### src/logic/wdt_pkg.sv
/*
  Shared constants and types of the windowed watchdog timer: clock rates,
  divider counts, APB register offsets, field positions and reset values.
  Assumes a single 10 MHz system clock and 32-bit APB data.
*/
package wdt_pkg;

  // System clock and nominal low-power RC oscillator rate
  localparam int unsigned SYS_CLK_HZ = 10_000_000;
  localparam int unsigned RC_OSC_HZ = 31_000;

  // System cycles per oscillator tick, rounded down to whole cycles
  localparam int unsigned RC_TICK_DIV = SYS_CLK_HZ / RC_OSC_HZ;
  localparam int DIV_W = 9;
  localparam logic [DIV_W-1:0] RC_TICK_DIV_LAST = DIV_W'(RC_TICK_DIV - 1);

  // Prescaler widths in bits: divide by 32 or by 128
  localparam logic [4:0] PRE_SHIFT_SHORT = 5'h05;
  localparam logic [4:0] PRE_SHIFT_LONG = 5'h07;

  // Joint prescaler and postscaler count: 7 + 15 bits at most
  localparam int CNT_W = 22;

  // APB register byte offsets
  localparam logic [7:0] OFS_CTRL = 8'h00;
  localparam logic [7:0] OFS_CFG = 8'h04;
  localparam logic [7:0] OFS_STAT = 8'h08;
  localparam logic [7:0] OFS_COUNT = 8'h0C;

  // Control register fields
  localparam int CTRL_SOFT_EN_BIT = 0;

  // Configuration register fields
  localparam int CFG_POST_LSB = 0;
  localparam int CFG_PRESEL_BIT = 4;
  localparam int CFG_WINDOW_DIS_BIT = 6;
  localparam int CFG_HARDEN_BIT = 7;
  localparam logic [31:0] CFG_RESET = 32'h0000_0050;

  // Status register fields; bits 0 to 2 and 5 clear by writing one
  localparam int STAT_TIMEOUT_BIT = 0;
  localparam int STAT_SLEEP_BIT = 1;
  localparam int STAT_IDLE_BIT = 2;
  localparam int STAT_WINDOW_BIT = 3;
  localparam int STAT_RUNNING_BIT = 4;
  localparam int STAT_EARLY_BIT = 5;

  // Count register fields
  localparam int COUNT_MODE_LSB = 24;

  // Power modes of the device core
  typedef enum logic [1:0] {
    MODE_RUN = 2'b00,
    MODE_SLEEP = 2'b01,
    MODE_IDLE = 2'b10
  } mode_e;

endpackage

### src/logic/low_power_rc_osc_tick_gen.sv
/*
  Stand-in for the low-power RC oscillator: a one-cycle enable pulse at the
  nominal oscillator rate, derived from the system clock.
  Assumes sys_clk_i at the rate given in the package.
*/
`timescale 1ns/1ps
`default_nettype none

module rc_tick_gen
  import wdt_pkg::*;
(
  // Clock and reset
  input wire logic sys_clk_i,
  input wire logic rst_i,
  // Oscillator control
  input wire logic enable_i,
  output logic tick_o
);

  typedef struct packed {
    logic [DIV_W-1:0] div;
    logic tick;
  } tick_state_s;

  tick_state_s s_q;
  tick_state_s s_d;

  // Divider stops and rewinds while the oscillator is off to save power
  always_comb begin
    s_d = s_q;
    s_d.tick = 1'b0;
    if (!enable_i) begin
      s_d.div = '0;
    end else if (s_q.div == RC_TICK_DIV_LAST) begin
      s_d.div = '0;
      s_d.tick = 1'b1;
    end else begin
      s_d.div = s_q.div + 1'b1;
    end
  end

  // State register
  always_ff @(posedge sys_clk_i) begin
    if (rst_i) begin
      s_q <= '0;
    end else begin
      s_q <= s_d;
    end
  end

  assign tick_o = s_q.tick;

endmodule // rc_tick_gen

`default_nettype wire

### src/logic/windowed_watchdog_timer.sv
/*
  Windowed watchdog timer with APB register access, sleep and idle wake-up
  and a one-cycle watchdog reset request.
  Assumes the core signals instruction events as one-cycle pulses that are
  synchronous to sys_clk_i, and that an external reset controller turns the
  reset request into a device reset.
  Counting runs on the one system clock; the oscillator is an enable pulse.
*/
`timescale 1ns/1ps
`default_nettype none

// What this block does
// - Clock from the 31 kHz oscillator, switched on whenever the watchdog runs.
// - Prescaler divides by 32 or by 128, chosen by a configuration bit.
// - Prescaler alone gives about 1 ms or about 4 ms.
// - Postscaler adds one of 16 ratios from 1:1 to 1:32,768.
// - Counters clear on reset, clock switch, power-save entry and exit, clear.
// - An enabled watchdog keeps counting in sleep and idle.
// - Time-out in sleep or idle wakes the core; software clears mode bits.
// - Time-out sets a sticky flag that software or a device reset clears.
// - In window mode a clear before the last quarter causes a reset.
// - Window mode is on when the window-disable bit is zero.
// - Hard enable bit set keeps the watchdog running always.
// - Otherwise the software enable bit starts and stops it.
// - Every device reset clears the software enable bit.
module windowed_watchdog_timer
  import wdt_pkg::*;
(
  // Clock and reset
  input wire logic sys_clk_i,
  input wire logic rst_i,
  // APB slave
  input wire logic psel_i,
  input wire logic penable_i,
  input wire logic pwrite_i,
  input wire logic [7:0] paddr_i,
  input wire logic [31:0] pwdata_i,
  output logic [31:0] prdata_o,
  output logic pready_o,
  output logic pslverr_o,
  // Core instruction and clock events
  input wire logic watchdog_clear_instr_i,
  input wire logic power_save_instr_i,
  input wire logic power_save_idle_i,
  input wire logic wake_event_i,
  input wire logic clock_switch_done_i,
  // Watchdog results
  output logic wdt_reset_o,
  output logic wake_o,
  output logic low_power_rc_osc_en_o,
  output logic [1:0] power_mode_o
);

  typedef struct packed {
    // Configuration and software enable
    logic soft_enable_bit;
    logic [3:0] postscale_select_cfg;
    logic prescale_select_cfg;
    logic window_disable_cfg;
    logic hard_enable_cfg;
    // Sticky status flags, cleared by writing one
    logic timeout_flag;
    logic sleep_flag;
    logic idle_flag;
    logic early_flag;
    // Power mode and joint prescaler and postscaler count
    mode_e mode;
    logic [CNT_W-1:0] count;
    // One-cycle pulses and oscillator enable
    logic wdt_reset;
    logic wake;
    logic osc_en;
    // Registered bus answer
    logic [31:0] prdata;
    logic pready;
    logic pslverr;
  } wdt_state_s;

  wdt_state_s s_q;
  wdt_state_s s_d;

  logic osc_tick;

  // Oscillator ticks at the nominal rate while enabled; its phase is not
  // rewound by a watchdog clear, so the first period after a clear may be
  // up to one tick shorter than nominal
  rc_tick_gen rc_tick_gen_inst (
    .sys_clk_i(sys_clk_i),
    .rst_i(rst_i),
    .enable_i(s_q.osc_en),
    .tick_o(osc_tick)
  );

  // Decoded enables and period figures
  logic running;
  logic [4:0] pre_shift;
  logic [4:0] shift;
  logic [CNT_W:0] period;
  logic [CNT_W-1:0] last_count;
  logic [CNT_W-1:0] window_start;
  logic window_open;
  logic timeout_evt;
  // Decoded instruction events
  logic clear_req;
  logic early_clear;
  logic good_clear;
  logic entering;
  logic leaving;
  // Joint rewind of prescaler and postscaler
  logic counter_clear;

  // Enable logic and time-out arithmetic. The period is a power of two of
  // oscillator ticks, so one shifter replaces the two cascaded dividers;
  // the trade-off is that a ratio change acts on the running count
  // instead of waiting for the next restart
  always_comb begin
    running = s_q.hard_enable_cfg | s_q.soft_enable_bit;
    if (s_q.prescale_select_cfg) begin
      pre_shift = PRE_SHIFT_LONG;
    end else begin
      pre_shift = PRE_SHIFT_SHORT;
    end
    shift = pre_shift + {1'b0, s_q.postscale_select_cfg};
    period = (CNT_W+1)'(1) << shift;
    last_count = CNT_W'(period - (CNT_W+1)'(1));
    // Last quarter starts at three quarters of the period
    // Integer shift rounds the window length down, never opening it early
    window_start = last_count - (last_count >> 2);
    window_open = (s_q.count >= window_start);
    // A larger count can remain after a shorter ratio is written
    timeout_evt = running & osc_tick & (s_q.count >= last_count);
  end

  // Instruction events; the core issues at most one of them in a cycle
  always_comb begin
    // Clear instruction only counts during normal execution
    clear_req = watchdog_clear_instr_i & (s_q.mode == MODE_RUN);
    early_clear = clear_req & running & ~s_q.window_disable_cfg & ~window_open;
    good_clear = clear_req & ~early_clear;
    entering = power_save_instr_i & (s_q.mode == MODE_RUN);
    leaving = (s_q.mode != MODE_RUN) & (timeout_evt | wake_event_i);
  end

  // Everything that rewinds the prescaler and postscaler
  // A watchdog reset restarts the count in the edge that raises the request
  always_comb begin
    counter_clear = clock_switch_done_i | entering | leaving | good_clear;
    // A watchdog reset is a device reset too
    counter_clear = counter_clear | early_clear;
    counter_clear = counter_clear | (timeout_evt & (s_q.mode == MODE_RUN));
    // Stopped watchdog restarts from zero
    counter_clear = counter_clear | ~running;
  end

  // Next state: bus access first, hardware events after so that they win
  // over a software write in the same cycle; a flag that is set and
  // cleared at once therefore reads back as set
  always_comb begin
    s_d = s_q;
    s_d.wdt_reset = 1'b0;
    s_d.wake = 1'b0;

    // APB setup cycle: decode, fetch read data, answer next cycle
    // Read data is latched at setup so the access cycle sees a stable word
    if (psel_i && !penable_i) begin
      s_d.pready = 1'b1;
      s_d.pslverr = 1'b0;
      s_d.prdata = '0;
      unique case (paddr_i)
        OFS_CTRL: begin
          s_d.prdata[CTRL_SOFT_EN_BIT] = s_q.soft_enable_bit;
        end
        OFS_CFG: begin
          s_d.prdata[CFG_POST_LSB +: 4] = s_q.postscale_select_cfg;
          s_d.prdata[CFG_PRESEL_BIT] = s_q.prescale_select_cfg;
          s_d.prdata[CFG_WINDOW_DIS_BIT] = s_q.window_disable_cfg;
          s_d.prdata[CFG_HARDEN_BIT] = s_q.hard_enable_cfg;
        end
        OFS_STAT: begin
          s_d.prdata[STAT_TIMEOUT_BIT] = s_q.timeout_flag;
          s_d.prdata[STAT_SLEEP_BIT] = s_q.sleep_flag;
          s_d.prdata[STAT_IDLE_BIT] = s_q.idle_flag;
          s_d.prdata[STAT_WINDOW_BIT] = window_open;
          s_d.prdata[STAT_RUNNING_BIT] = running;
          s_d.prdata[STAT_EARLY_BIT] = s_q.early_flag;
        end
        OFS_COUNT: begin
          s_d.prdata[CNT_W-1:0] = s_q.count;
          s_d.prdata[COUNT_MODE_LSB +: 2] = s_q.mode;
        end
        default: begin
          // Unmapped address: error answer, reads as zero
          s_d.pslverr = 1'b1;
        end
      endcase
    end else if (s_q.pready) begin
      // Access phase ends here; release the answer
      s_d.pready = 1'b0;
      s_d.pslverr = 1'b0;
      s_d.prdata = '0;
    end

    // Writes take effect at the access edge with pready high
    if (psel_i && penable_i && s_q.pready && pwrite_i && !s_q.pslverr) begin
      unique case (paddr_i)
        OFS_CTRL: begin
          s_d.soft_enable_bit = pwdata_i[CTRL_SOFT_EN_BIT];
        end
        OFS_CFG: begin
          s_d.postscale_select_cfg = pwdata_i[CFG_POST_LSB +: 4];
          s_d.prescale_select_cfg = pwdata_i[CFG_PRESEL_BIT];
          s_d.window_disable_cfg = pwdata_i[CFG_WINDOW_DIS_BIT];
          s_d.hard_enable_cfg = pwdata_i[CFG_HARDEN_BIT];
        end
        OFS_STAT: begin
          // Write one to clear; a set in this cycle still wins below
          if (pwdata_i[STAT_TIMEOUT_BIT]) begin
            s_d.timeout_flag = 1'b0;
          end
          if (pwdata_i[STAT_SLEEP_BIT]) begin
            s_d.sleep_flag = 1'b0;
          end
          if (pwdata_i[STAT_IDLE_BIT]) begin
            s_d.idle_flag = 1'b0;
          end
          if (pwdata_i[STAT_EARLY_BIT]) begin
            s_d.early_flag = 1'b0;
          end
        end
        default: begin
          // Count register is read only
          s_d.soft_enable_bit = s_q.soft_enable_bit;
        end
      endcase
    end

    if (counter_clear) begin
      s_d.count = '0;
    end else if (osc_tick) begin
      s_d.count = s_q.count + 1'b1;
    end

    // Power mode sequencing
    // Entry and exit both rewind the count through counter_clear above
    unique case (s_q.mode)
      MODE_RUN: begin
        if (entering) begin
          if (power_save_idle_i) begin
            s_d.mode = MODE_IDLE;
            s_d.idle_flag = 1'b1;
          end else begin
            s_d.mode = MODE_SLEEP;
            s_d.sleep_flag = 1'b1;
          end
        end
      end
      MODE_SLEEP, MODE_IDLE: begin
        if (leaving) begin
          s_d.mode = MODE_RUN;
          s_d.wake = 1'b1;
        end
      end
      default: begin
        // Unused code: fall back to normal execution
        s_d.mode = MODE_RUN;
      end
    endcase

    if (timeout_evt) begin
      s_d.timeout_flag = 1'b1;
    end

    if ((timeout_evt && s_q.mode == MODE_RUN) || early_clear) begin
      s_d.wdt_reset = 1'b1;
      s_d.soft_enable_bit = 1'b0;
    end
    if (early_clear) begin
      s_d.early_flag = 1'b1;
    end

    s_d.osc_en = s_d.hard_enable_cfg | s_d.soft_enable_bit;
  end

  // State register; configuration takes its erased-state value at reset
  always_ff @(posedge sys_clk_i) begin
    if (rst_i) begin
      s_q.soft_enable_bit <= 1'b0;
      s_q.postscale_select_cfg <= CFG_RESET[CFG_POST_LSB +: 4];
      s_q.prescale_select_cfg <= CFG_RESET[CFG_PRESEL_BIT];
      s_q.window_disable_cfg <= CFG_RESET[CFG_WINDOW_DIS_BIT];
      s_q.hard_enable_cfg <= CFG_RESET[CFG_HARDEN_BIT];
      // Flags, count and pulses start clear
      s_q.timeout_flag <= 1'b0;
      s_q.sleep_flag <= 1'b0;
      s_q.idle_flag <= 1'b0;
      s_q.early_flag <= 1'b0;
      s_q.mode <= MODE_RUN;
      s_q.count <= '0;
      s_q.wdt_reset <= 1'b0;
      s_q.wake <= 1'b0;
      s_q.osc_en <= 1'b0;
      // Bus answer idle
      s_q.prdata <= '0;
      s_q.pready <= 1'b0;
      s_q.pslverr <= 1'b0;
    end else begin
      s_q <= s_d;
    end
  end

  // Outputs come straight from the state register
  // so no combinational path reaches a pin
  assign prdata_o = s_q.prdata;
  assign pready_o = s_q.pready;
  assign pslverr_o = s_q.pslverr;
  assign wdt_reset_o = s_q.wdt_reset;
  assign wake_o = s_q.wake;
  assign low_power_rc_osc_en_o = s_q.osc_en;
  assign power_mode_o = s_q.mode;

endmodule // windowed_watchdog_timer

`default_nettype wire

### config.mk
export PLATFORM = sky130hd
export DESIGN_NAME = windowed_watchdog_timer
export DESIGN_NICKNAME = d
export VERILOG_FILES = /design/src/logic/wdt_pkg.sv /design/src/logic/low_power_rc_osc_tick_gen.sv /design/src/logic/windowed_watchdog_timer.sv
export SDC_FILE = /design/constraint.sdc
export NUM_CORES = 1
export LEC_CHECK = 0
export ABC_AREA = 1
export BUFFER_PORTS_ARGS = -buffer_cell sky130_fd_sc_hd__clkbuf_2
export CORE_MARGIN = 2
export CORE_UTILIZATION = 45
export DETAILED_ROUTE_END_ITERATION = 8
export MAX_ROUTING_LAYER = met4
export PLACE_DENSITY_LB_ADDON = 0.05
export SLEW_MARGIN = 20
export SYNTH_ARGS = -nofsm -noshare
export SYNTH_HDL_FRONTEND = slang
export SYNTH_SLANG_ARGS = --single-unit
### constraint.sdc
create_clock -name sys_clk_i -period 4.56 [get_ports sys_clk_i]
set_input_delay 0.912 -clock sys_clk_i [delete_from_list [all_inputs] [get_ports sys_clk_i]]
set_output_delay 0.912 -clock sys_clk_i [all_outputs]
set_load 0.02 [all_outputs]
==> flow_metrics.env, run 1 <==
export IMPL_status="complete, but fails checks"
export IMPL_failed_checks="negative setup slack"
export IMPL_critPathBufInv=2
export IMPL_row_count=42
export IMPL_final_period_minus_worst_setup_slack_ns=4.58
export IMPL_worstSetupStartpointType="flop"
export IMPL_drt_first_iter_violations=387
export IMPL_cts_tree="yes"
export IMPL_cap_violations=0
export IMPL_port_buffer_count=56
export IMPL_syn_area_um2=6140
export IMPL_ys_dominant_reg_cell="sky130_fd_sc_hd__dfxtp_1"
export IMPL_clock_skew_ns=0.0128
export IMPL_fmax_mhz=218
export IMPL_clock_tree_htree_level_count=3
export IMPL_grt_remaining_overflow=0
export IMPL_async_reset_ff_share_pct=0
export IMPL_viasPerCell=5.27
export IMPL_count_of_unresolved_drc_violations_after_routing=0
export IMPL_report_final_slew_viol_count=0
export IMPL_final_hold_violation_count=0
export IMPL_clkTransAtPathRegs_ns=0.07
export IMPL_antenna_found_initial=0
export IMPL_setup_violations_final=1
export IMPL_layout_worst_path_cycle_share_pct=100
export IMPL_end_kind="flop"
export IMPL_worstReg2RegStart="s_q[69]"
export IMPL_grt_first_pass_wirelength_um=28800
export IMPL_coreArea_um2=13300
export IMPL_groute_usage_overall_pct=25.7
export IMPL_timing_critical_path_slowest_stage_cell="sky130_fd_sc_hd__or4_4"
export IMPL_n_antenna_cell=0
export IMPL_synth_top_cell_by_area="sky130_fd_sc_hd__dfxtp_1"
export IMPL_synth_cells_most_frequent="149 x sky130_fd_sc_hd__nand2_1, 120 x sky130_fd_sc_hd__inv_1, 99 x sky130_fd_sc_hd__nor2_1"
export IMPL_hold_path_depth=2
export IMPL_vdd_drop_max_mv=0.218
export IMPL_dp_hpwl_um=14700
export IMPL_hold_path_class="reg2reg"
export IMPL_critPathMaxStageDelay_ns=0.49
export IMPL_clock_tree_buffer_depth=2
export IMPL_drive_above_1_share_pct=27.1
export IMPL_yosysUniqueCellTypes=48
export IMPL_setup_repair_after_global_routing_missed_its_margin="true"
export IMPL_ys_warn_count=0
export IMPL_worst_hold_path_endpoint="s_q[61]"
export IMPL_final_nets=1139
export IMPL_hold_path_startpoint="s_q[61]"
export IMPL_largest_net_degree_at_the_start_of_global_routing=28
export IMPL_synth_largest_type_area_fraction_pct=24.5
export IMPL_floorplan_die_area_um2=14600
export IMPL_die_width_um=121
export IMPL_fin_hold_ws_ns=0.474
export IMPL_routed_wl_met3_um=894
export IMPL_clock_sinks=75
export IMPL_crit_cells=25
export IMPL_floorplan_initialDensity_pct=46.2
export IMPL_critPathKind="reg2reg"
export IMPL_design_portCount=89
export IMPL_power_per_cell_area_nw_per_um2=216
export IMPL_finalWorstSetupSlack_ns=-0.0219
export IMPL_cpLargestDelayFamily="simple AND/OR/NAND/NOR gates"
export IMPL_cellLeakagePower_nw=3.69
export IMPL_yosys_register_bits=75
export IMPL_post_synth_cell_area_avg_um2=6.84
export IMPL_ctsRootBufferMaster="sky130_fd_sc_hd__clkbuf_16"
export IMPL_antenna_violating_nets_post_route=0
export IMPL_number_of_global_route_vias_before_repair=5871
export IMPL_cts_inserted_buffers=9
export IMPL_netlist_instances=898
export IMPL_area_growth_from_synthesis_to_layout_pct=27.7
export IMPL_timing_rr_end="low_power_rc_osc_en_o"
export IMPL_netlist_top_cells_area="sky130_fd_sc_hd__dfxtp_1 24%, sky130_fd_sc_hd__ha_1 11%, sky130_fd_sc_hd__nand2_1 9.1%"
export IMPL_critical_path_peak_fanout=4
export IMPL_regToRegSetupSlack_ns=-0.02
export IMPL_clk_insertion_delay_late_ns=0.35
export IMPL_total_power_mw=1.69
export IMPL_tightest_slew_ns=0.779
export IMPL_timing_setup_tns_ns=-0.0219
export IMPL_routedLengthMet1_um=8510
export IMPL_synthMostInstantiatedCell="sky130_fd_sc_hd__nand2_1"
export IMPL_slew_headroom_pct=47.6
export IMPL_routabilityCongestion=0.960
export IMPL_detailroute_wirelength_met2_um=8170
export IMPL_maxUsedRoutingLayer="met4"
export IMPL_postRouteWirelength_um=17900
export IMPL_critPathRequiredTime_ns=4.75
export IMPL_drt_pass1_iterations=5
export IMPL_die_h_um=121
export IMPL_routed_length_per_instance_um=14.8
export IMPL_synth_edf_count=0
export IMPL_ff2ff_path_depth=25
export IMPL_synth_yosys_seq_area_share_pct=24.5
export IMPL_detailroute_via_count=6389
export IMPL_critPathArrivalTime_ns=4.77
[layer usage]
metal	up-vias	global-route usage (%)
li1	3236	-
met1	2990	35.0
met2	135	39.9
met3	28	3.96
met4	0	6.90
met5	-	-
[kinds of logic after synthesis]
kind of cell | count (synthesis) | share of synthesized area (%)
adder cells (fa/ha/maj) | 57 | 11.7
AND/OR/NAND/NOR | 415 | 31.2
buffers and inverters | 174 | 13.0
XOR/XNOR | 37 | 5.40
AO/OA/AOI/OAI | 138 | 14.0
other | 2 | 0.122
flip-flops | 75 | 24.5
[repair_timing]
| item | in CTS | in global routing |
|---|---|---|
| setup buffers | 5 | 6 |
| hold buffers | 0 | 0 |
| setup endpoints to repair | 5 | 5 |
| resized for setup | 33 | 55 |
| pin swaps | 9 | 23 |
[through the flow]
stage          std cells  instance area [µm²]  setup slack (ns)  utilization (%)
6_report            1213                 7840           -0.0219             59.0
2_1_floorplan        912                 6190            0.0506                -
3_3_place_gp        1188                 7060            -0.327             53.1
5_1_grt             1213                 7840            -0.275             59.0
4_1_cts             1209                 7590         -0.000940             57.1
3_5_place_dp        1188                 7060            -0.379             53.1
[state kept, by name, indices dropped and copies added, names as in the netlist]
name,flops
rc_tick_gen_inst.tick_o,1
pslverr_o,1
s_q,34
prdata_o,24
rc_tick_gen_inst.s_q,9
wake_o,1
low_power_rc_osc_en_o,1
power_mode_o,2
pready_o,1
wdt_reset_o,1
[worst max path at each step]
stage                                        to  slack (ns)     from
final                     low_power_rc_osc_en_o       -0.02  s_q[69]
after global routing      low_power_rc_osc_en_o       -0.28  s_q[69]
after CTS                 low_power_rc_osc_en_o     -0.0009  s_q[69]
after detailed placement  low_power_rc_osc_en_o       -0.38  s_q[69]
after global placement    low_power_rc_osc_en_o       -0.33  s_q[69]
after floorplan           low_power_rc_osc_en_o        0.05  s_q[69]
[report_power, final]
part           internal [mW]  leakage, nW  switching (mW)
registers              0.659        0.605         0.00285
logic                 0.0774         2.92           0.119
clock network          0.539        0.170           0.297
[cell usage in the layout, fill, tap and decap left out, types with 12 or more instances in the layout]
master,count
sky130_fd_sc_hd__nand4_1,26
sky130_fd_sc_hd__nand2_2,20
sky130_fd_sc_hd__xor2_1,25
sky130_fd_sc_hd__nor3_1,18
sky130_fd_sc_hd__buf_4,99
sky130_fd_sc_hd__nor2_2,13
sky130_fd_sc_hd__nor2_1,91
sky130_fd_sc_hd__o21ai_0,31
sky130_fd_sc_hd__dfxtp_1,74
sky130_fd_sc_hd__a21oi_1,34
sky130_fd_sc_hd__clkbuf_2,56
sky130_fd_sc_hd__a21oi_2,12
sky130_fd_sc_hd__conb_1,16
sky130_fd_sc_hd__ha_1,51
sky130_fd_sc_hd__nand2_1,132
sky130_fd_sc_hd__inv_1,115
sky130_fd_sc_hd__nand3_1,77
sky130_fd_sc_hd__o31ai_1,15
[area by class of cell]
type	instances	area, µm²
fill	1299	5460
multi-input combinational	663	4230
sequential	75	1500
timing repair buffer	159	1070
inverter	124	465
clock buffer	9	225
tap	176	220
clock inverter	7	125
[worst min-delay path, stage by stage, from the launching register on]
cell	delay [ns]
sky130_fd_sc_hd__dfxtp_1	0.31
sky130_fd_sc_hd__nand2_1	0.06
sky130_fd_sc_hd__a21oi_1	0.05
Note: power is estimated with default switching activity, not from simulation.
==> run 2: changes to the inputs <==
- PLACE_DENSITY: unset -> 0.78
- PLACE_DENSITY_LB_ADDON: 0.05 -> unset
==> run 2 against run 1 <==
The run still ends with negative setup slack left. Power fell by 9.5%. Non-clock buffer count up 1. First-iteration DRC count up 24%. Clock skew fell by 0.0023 ns. Global-route usage fell by 1.7 points. Die area did not move. Clock power down 18%. Via count hardly changed. Setup slack worse by 0.13 ns. Utilization shrank 1.7 points. Largest cell class unchanged.
==> flow_metrics.env, run 2 (synthesis results as in run 1) <==
export IMPL_cts_inserted_buffers=9
export IMPL_number_of_global_route_vias_before_repair=5950
export IMPL_hold_path_startpoint="s_q[61]"
export IMPL_setup_repair_after_global_routing_missed_its_margin="true"
export IMPL_critPathKind="reg2reg"
export IMPL_routabilityCongestion=0.981
export IMPL_finalWorstSetupSlack_ns=-0.148
export IMPL_count_of_unresolved_drc_violations_after_routing=0
export IMPL_port_buffer_count=56
export IMPL_critPathRequiredTime_ns=4.74
export IMPL_clock_sinks=75
export IMPL_layout_worst_path_cycle_share_pct=103
export IMPL_antenna_violating_nets_post_route=0
export IMPL_routedLengthMet1_um=7420
export IMPL_final_nets=1140
export IMPL_clkTransAtPathRegs_ns=0.06
export IMPL_routed_length_per_instance_um=13.9
export IMPL_total_power_mw=1.53
export IMPL_coreArea_um2=13300
export IMPL_cap_violations=0
export IMPL_ff2ff_path_depth=29
export IMPL_report_final_slew_viol_count=0
export IMPL_grt_first_pass_wirelength_um=27500
export IMPL_drt_pass1_iterations=5
export IMPL_drive_above_1_share_pct=24.3
export IMPL_final_hold_violation_count=0
export IMPL_vdd_drop_max_mv=0.171
export IMPL_postRouteWirelength_um=16800
export IMPL_cp_startpoint="s_q[67]"
export IMPL_status="complete, but fails checks"
export IMPL_critical_path_peak_fanout=4
export IMPL_drt_first_iter_violations=480
export IMPL_critPathMaxStageDelay_ns=0.61
export IMPL_timing_rr_end="low_power_rc_osc_en_o"
export IMPL_floorplan_initialDensity_pct=46.2
export IMPL_cpLargestDelayFamily="simple AND/OR/NAND/NOR gates"
export IMPL_fmax_mhz=212
export IMPL_hold_path_class="reg2reg"
export IMPL_mostFrequentLayoutCells="142 x sky130_fd_sc_hd__nand2_1, 118 x sky130_fd_sc_hd__inv_1, 103 x sky130_fd_sc_hd__buf_4"
export IMPL_critPathBufInv=3
export IMPL_largest_net_degree_at_the_start_of_global_routing=28
export IMPL_final_period_minus_worst_setup_slack_ns=4.71
export IMPL_final_util_pct=57.3
export IMPL_worstReg2RegStart="s_q[67]"
export IMPL_critical_path_most_common_cell="sky130_fd_sc_hd__nand2_1"
export IMPL_clock_skew_ns=0.0106
export IMPL_slew_headroom_pct=49.6
export IMPL_failed_checks="negative setup slack"
export IMPL_dp_hpwl_um=13500
export IMPL_registers_top_by_ff_count="s_q"
export IMPL_maxUsedRoutingLayer="met4"
export IMPL_power_per_cell_area_nw_per_um2=202
export IMPL_floorplan_die_area_um2=14600
export IMPL_grt_remaining_overflow=0
export IMPL_setup_violations_final=5
export IMPL_ctsRootBufferMaster="sky130_fd_sc_hd__clkbuf_16"
export IMPL_worst_hold_path_endpoint="s_q[61]"
export IMPL_tightest_slew_ns=0.750
export IMPL_clock_tree_htree_level_count=3
export IMPL_end_kind="flop"
export IMPL_design_portCount=89
export IMPL_cts_tree="yes"
export IMPL_hold_path_depth=2
export IMPL_row_count=42
export IMPL_cellLeakagePower_nw=3.64
export IMPL_die_h_um=121
export IMPL_worstSetupStartpointType="flop"
export IMPL_critPathArrivalTime_ns=4.89
export IMPL_routed_wl_met3_um=1260
export IMPL_viasPerCell=5.26
export IMPL_detailroute_via_count=6391
export IMPL_antenna_found_initial=0
export IMPL_largest_reg_flops=34
export IMPL_clock_tree_buffer_depth=2
export IMPL_timing_critical_path_slowest_stage_cell="sky130_fd_sc_hd__or4_4"
export IMPL_regToRegSetupSlack_ns=-0.15
export IMPL_groute_usage_overall_pct=24.1
export IMPL_n_antenna_cell=0
export IMPL_detailroute_wirelength_met2_um=7830
export IMPL_clk_insertion_delay_late_ns=0.34
export IMPL_layout_commonest_cell="sky130_fd_sc_hd__nand2_1"
export IMPL_area_growth_from_synthesis_to_layout_pct=24.1
export IMPL_die_width_um=121
run 2: worst min-delay path: cells and delay by family, from the launching register on:
family | cells | cell delay, ns
flip-flops | 1 | 0.31
AND/OR/NAND/NOR | 1 | 0.06
AO/OA/AOI/OAI | 1 | 0.06
run 2: repair_timing:
item / in CTS / in global routing
hold buffers: 0 / 0
setup endpoints to repair: 5 / 5
resized for setup: 20 / 29
buffers inserted: 1 / 6
pin swaps: 6 / 21
run 2: report_power, final:
| part | leakage, nW | total, mW | internal [mW] | switching, mW |
|---|---|---|---|---|
| Sequential | 0.605 | 0.662 | 0.659 | 0.00307 |
| Combinational | 2.90 | 0.190 | 0.0763 | 0.114 |
| Clock | 0.137 | 0.682 | 0.376 | 0.306 |
run 2: final cells by class:
| cell class | count | area (µm²) |
|---|---|---|
| clock buffer | 9 | 225 |
| clock inverter | 7 | 56.3 |
| fill | 1210 | 5680 |
| inverter | 124 | 465 |
| multi-input combinational | 663 | 4070 |
| sequential | 75 | 1500 |
| tap | 176 | 220 |
| timing repair buffer | 160 | 1070 |
run 2: metrics by stage:
stage	hold slack, ns	cells	instance area (µm²)	TNS, ns	setup slack [ns]
floorplan	0.434	912	6190	0	0.0506
global placement	0.450	1192	7100	-0.587	-0.214
detailed placement	0.462	1192	7100	-0.654	-0.232
CTS	0.470	1209	7460	0	0.00150
global route	0.480	1214	7610	-1.74	-0.415
finish	0.470	1214	7610	-0.396	-0.148
run 2: metal layers:
layer  up-vias  global-route usage [%]
met1      2898                    31.1
li1       3241                       -
met2       222                    38.7
met3        30                    4.48
met4         0                    6.40
met5         -                       -
run 2: worst max path at each step:
stage,to,slack (ns),cells past startpoint
floorplan,low_power_rc_osc_en_o,0.05,29
global placement,low_power_rc_osc_en_o,-0.21,26
detailed placement,low_power_rc_osc_en_o,-0.23,28
CTS,low_power_rc_osc_en_o,0.001,28
global route,low_power_rc_osc_en_o,-0.41,29
finish,low_power_rc_osc_en_o,-0.15,29
==> run 3: changes to the inputs <==
- ABC_AREA: 1 -> 0
- CORE_MARGIN: 2 -> unset
==> run 3 against run 2 <==
The run now ends clean. Sequential share of layout area up 3.0 points. Global-route usage down 1.2 points. Routed wire length down 14%. Cell count down 22%. Clock power up 2%. Maximum frequency up 6.3%. Register-to-register slack better by 0.28 ns. Die area down 7.2%. Non-clock buffer count down 74. Count of clock-buffer cells in the layout unchanged. Synthesized cell count down 19%. Critical path type unchanged.
==> flow_metrics.env, run 3 <==
export IMPL_synth_largest_type_area_fraction_pct=25.5
export IMPL_cp_cell_sequence="ha_4, or3_4, or3_4, ha_1, or2_2, o311ai_2, a21boi_1, nand2b_4, a211o_1, o21ai_2, xor2_1, ha_1, buf_4, a211oi_2, a31o_2, nand3_2, buf_4, a21oi_1"
export IMPL_synth_mux_area_fraction_pct=2.83
export IMPL_final_util_pct=52.2
export IMPL_coreArea_um2=12700
export IMPL_cpLargestDelayFamily="compound AO/OA/AOI/OAI gates"
export IMPL_clock_tree_htree_level_count=3
export IMPL_worstReg2RegStart="s_q[69]"
export IMPL_power_per_cell_area_nw_per_um2=240
export IMPL_yosys_area_share_xor_xnor_pct=7.29
export IMPL_grt_first_pass_wirelength_um=23600
export IMPL_global_routing_met3_resource_utilization_pct=4.26
export IMPL_drive_above_1_share_pct=17.3
export IMPL_final_nets=878
export IMPL_ctsRootBufferMaster="sky130_fd_sc_hd__clkbuf_16"
export IMPL_setup_violations_final=0
export IMPL_total_power_mw=1.59
export IMPL_end_kind="flop"
export IMPL_synth_cells_most_frequent="75 x sky130_fd_sc_hd__dfxtp_1, 56 x sky130_fd_sc_hd__ha_1, 52 x sky130_fd_sc_hd__nand2_1, 52 x sky130_fd_sc_hd__nor2_1, 36 x sky130_fd_sc_hd__buf_4"
export IMPL_drt_pass1_iterations=5
export IMPL_final_cell_count_no_fill=947
export IMPL_synthesized_area_fraction_occupied_by_and_or_nand_nor_cells_pct=22.1
export IMPL_ys_warn_count=0
export IMPL_antenna_found_initial=0
export IMPL_drt_first_iter_violations=389
export IMPL_critical_path_peak_fanout=4
export IMPL_die_width_um=116
export IMPL_critPathArrivalTime_ns=4.70
export IMPL_layout_commonest_cell="sky130_fd_sc_hd__dfxtp_1"
export IMPL_synth_top_family_by_area="simple AND/OR/NAND/NOR gates"
export IMPL_clk_insertion_delay_late_ns=0.34
export IMPL_largest_net_degree_at_the_start_of_global_routing=34
export IMPL_largest_reg_flops=34
export IMPL_numPlacedInstances=928
export IMPL_ff2ff_path_depth=18
export IMPL_synth_adder_area_share_pct=12.6
export IMPL_worstSetupStartpointType="flop"
export IMPL_groute_usage_overall_pct=22.8
export IMPL_mostFrequentLayoutCells="73 x sky130_fd_sc_hd__dfxtp_1, 56 x sky130_fd_sc_hd__clkbuf_2, 55 x sky130_fd_sc_hd__ha_1"
export IMPL_port_buffer_count=56
export IMPL_yosys_register_bits=75
export IMPL_routabilityCongestion=0.926
export IMPL_routed_length_per_instance_um=15.2
export IMPL_detailroute_via_count=5323
export IMPL_synth_yosys_seq_area_share_pct=25.5
export IMPL_post_synth_cell_area_avg_um2=8.12
export IMPL_netlist_top_cells_area="sky130_fd_sc_hd__dfxtp_1 25%, sky130_fd_sc_hd__ha_1 12%, sky130_fd_sc_hd__xor2_1 4.8%"
export IMPL_final_period_minus_worst_setup_slack_ns=4.43
export IMPL_finalWorstSetupSlack_ns=0.132
export IMPL_floorplan_initialDensity_pct=46.5
export IMPL_critPathMaxStageDelay_ns=0.36
export IMPL_synth_compound_area_share_pct=20.7
export IMPL_design_portCount=89
export IMPL_hold_path_startpoint="prdata_o[20]"
export IMPL_clkTransAtPathRegs_ns=0.06
export IMPL_pre_cts_worst_setup_slack_ns=-0.111
export IMPL_slew_headroom_pct=38.8
export IMPL_fmax_mhz=226
export IMPL_hold_path_class="reg2reg"
export IMPL_regToRegSetupSlack_ns=0.13
export IMPL_critPathKind="reg2reg"
export IMPL_clock_skew_ns=0.00535
export IMPL_number_of_global_route_vias_before_repair=4928
export IMPL_dp_hpwl_um=11100
export IMPL_viasPerCell=5.62
export IMPL_clock_sinks=75
export IMPL_fin_hold_ws_ns=0.473
export IMPL_finished_cell_area_um2=6620
export IMPL_final_hold_violation_count=0
export IMPL_ys_dominant_reg_cell="sky130_fd_sc_hd__dfxtp_1"
export IMPL_timing_rr_end="wdt_reset_o"
export IMPL_grt_util_met1_pct=28.1
export IMPL_globalRouteMet2Util_pct=37.6
export IMPL_clock_tree_buffer_depth=2
export IMPL_status="finished clean"
export IMPL_synth_top_cell_by_area="sky130_fd_sc_hd__dfxtp_1"
export IMPL_row_count=41
export IMPL_count_of_unresolved_drc_violations_after_routing=0
export IMPL_vdd_drop_max_mv=0.217
export IMPL_total_cell_area_at_the_placement_stage_um2=6230
export IMPL_timing_setup_tns_ns=0
export IMPL_tightest_slew_ns=0.916
export IMPL_synthMostInstantiatedCell="sky130_fd_sc_hd__dfxtp_1"
export IMPL_cap_violations=0
export IMPL_worst_hold_path_endpoint="prdata_o[20]"
export IMPL_grt_remaining_overflow=0
export IMPL_synth_edf_count=0
export IMPL_floorplan_die_area_um2=13500
export IMPL_timing_critical_path_slowest_stage_cell="sky130_fd_sc_hd__or3_4"
export IMPL_layout_worst_path_cycle_share_pct=97.1
export IMPL_async_reset_ff_share_pct=0
export IMPL_setup_repair_after_global_routing_missed_its_margin="true"
export IMPL_netlist_instances=725
export IMPL_area_growth_from_synthesis_to_layout_pct=12.4
export IMPL_syn_area_um2=5890
export IMPL_yosysUniqueCellTypes=77
export IMPL_registers_top_by_ff_count="s_q"
export IMPL_critPathBufInv=2
export IMPL_critPathRequiredTime_ns=4.83
export IMPL_cellLeakagePower_nw=2.87
export IMPL_n_antenna_cell=0
export IMPL_report_final_slew_viol_count=0
export IMPL_cts_hold_fix_buffers=0
export IMPL_hold_path_depth=1
export IMPL_cts_inserted_buffers=9
export IMPL_postRouteWirelength_um=14400
export IMPL_antenna_violating_nets_post_route=0
export IMPL_busiest_layer="met2"
export IMPL_die_h_um=116
export IMPL_cts_tree="yes"
[run 3: layout make-up]
cell class / count / area, µm²
multi-input combinational: 567 / 3980
sequential: 75 / 1500
fill: 1178 / 6050
tap: 172 / 215
inverter: 32 / 120
clock buffer: 9 / 225
clock inverter: 6 / 65.1
timing repair buffer: 86 / 505
[run 3: power by group]
group          internal (mW)  switching [mW]
combinational         0.0956           0.131
sequential             0.662         0.00611
clock                  0.422           0.273
[run 3: timing repair]
action | 4_1_cts | 5_1_grt
pin swaps | 0 | 10
gates cloned | 0 | 0
endpoints found under the setup margin | 5 | 5
buffers inserted | 0 | 4
gates resized for setup | 2 | 13
[run 3: cells by family after synthesis]
| kind of cell | count (synthesis) |
|---|---|
| adder cells (fa/ha/maj) | 59 |
| AO/OA/AOI/OAI | 173 |
| XOR/XNOR | 49 |
| other | 2 |
| multiplexers | 15 |
| AND/OR/NAND/NOR | 255 |
| buffers and inverters | 97 |
| flip-flops | 75 |
[run 3: worst max-delay path by stage]
stage / end / start / cells past startpoint / slack (ns)
floorplan: low_power_rc_osc_en_o / s_q[69] / 21 / 0.32
CTS: low_power_rc_osc_en_o / s_q[69] / 21 / 0.003
global route: prdata_o[3] / s_q[69] / 21 / -0.03
global placement: low_power_rc_osc_en_o / s_q[69] / 21 / -0.01
detailed placement: low_power_rc_osc_en_o / s_q[69] / 21 / -0.11
finish: wdt_reset_o / s_q[69] / 18 / 0.13
[run 3: routing by layer]
metal	routed length [µm]	vias up	share of wire [%]
met4	303	0	2.1
li1	-	2664	-
met5	0	-	0
met3	773	24	5.4
met2	6920	161	48
met1	6430	2474	45
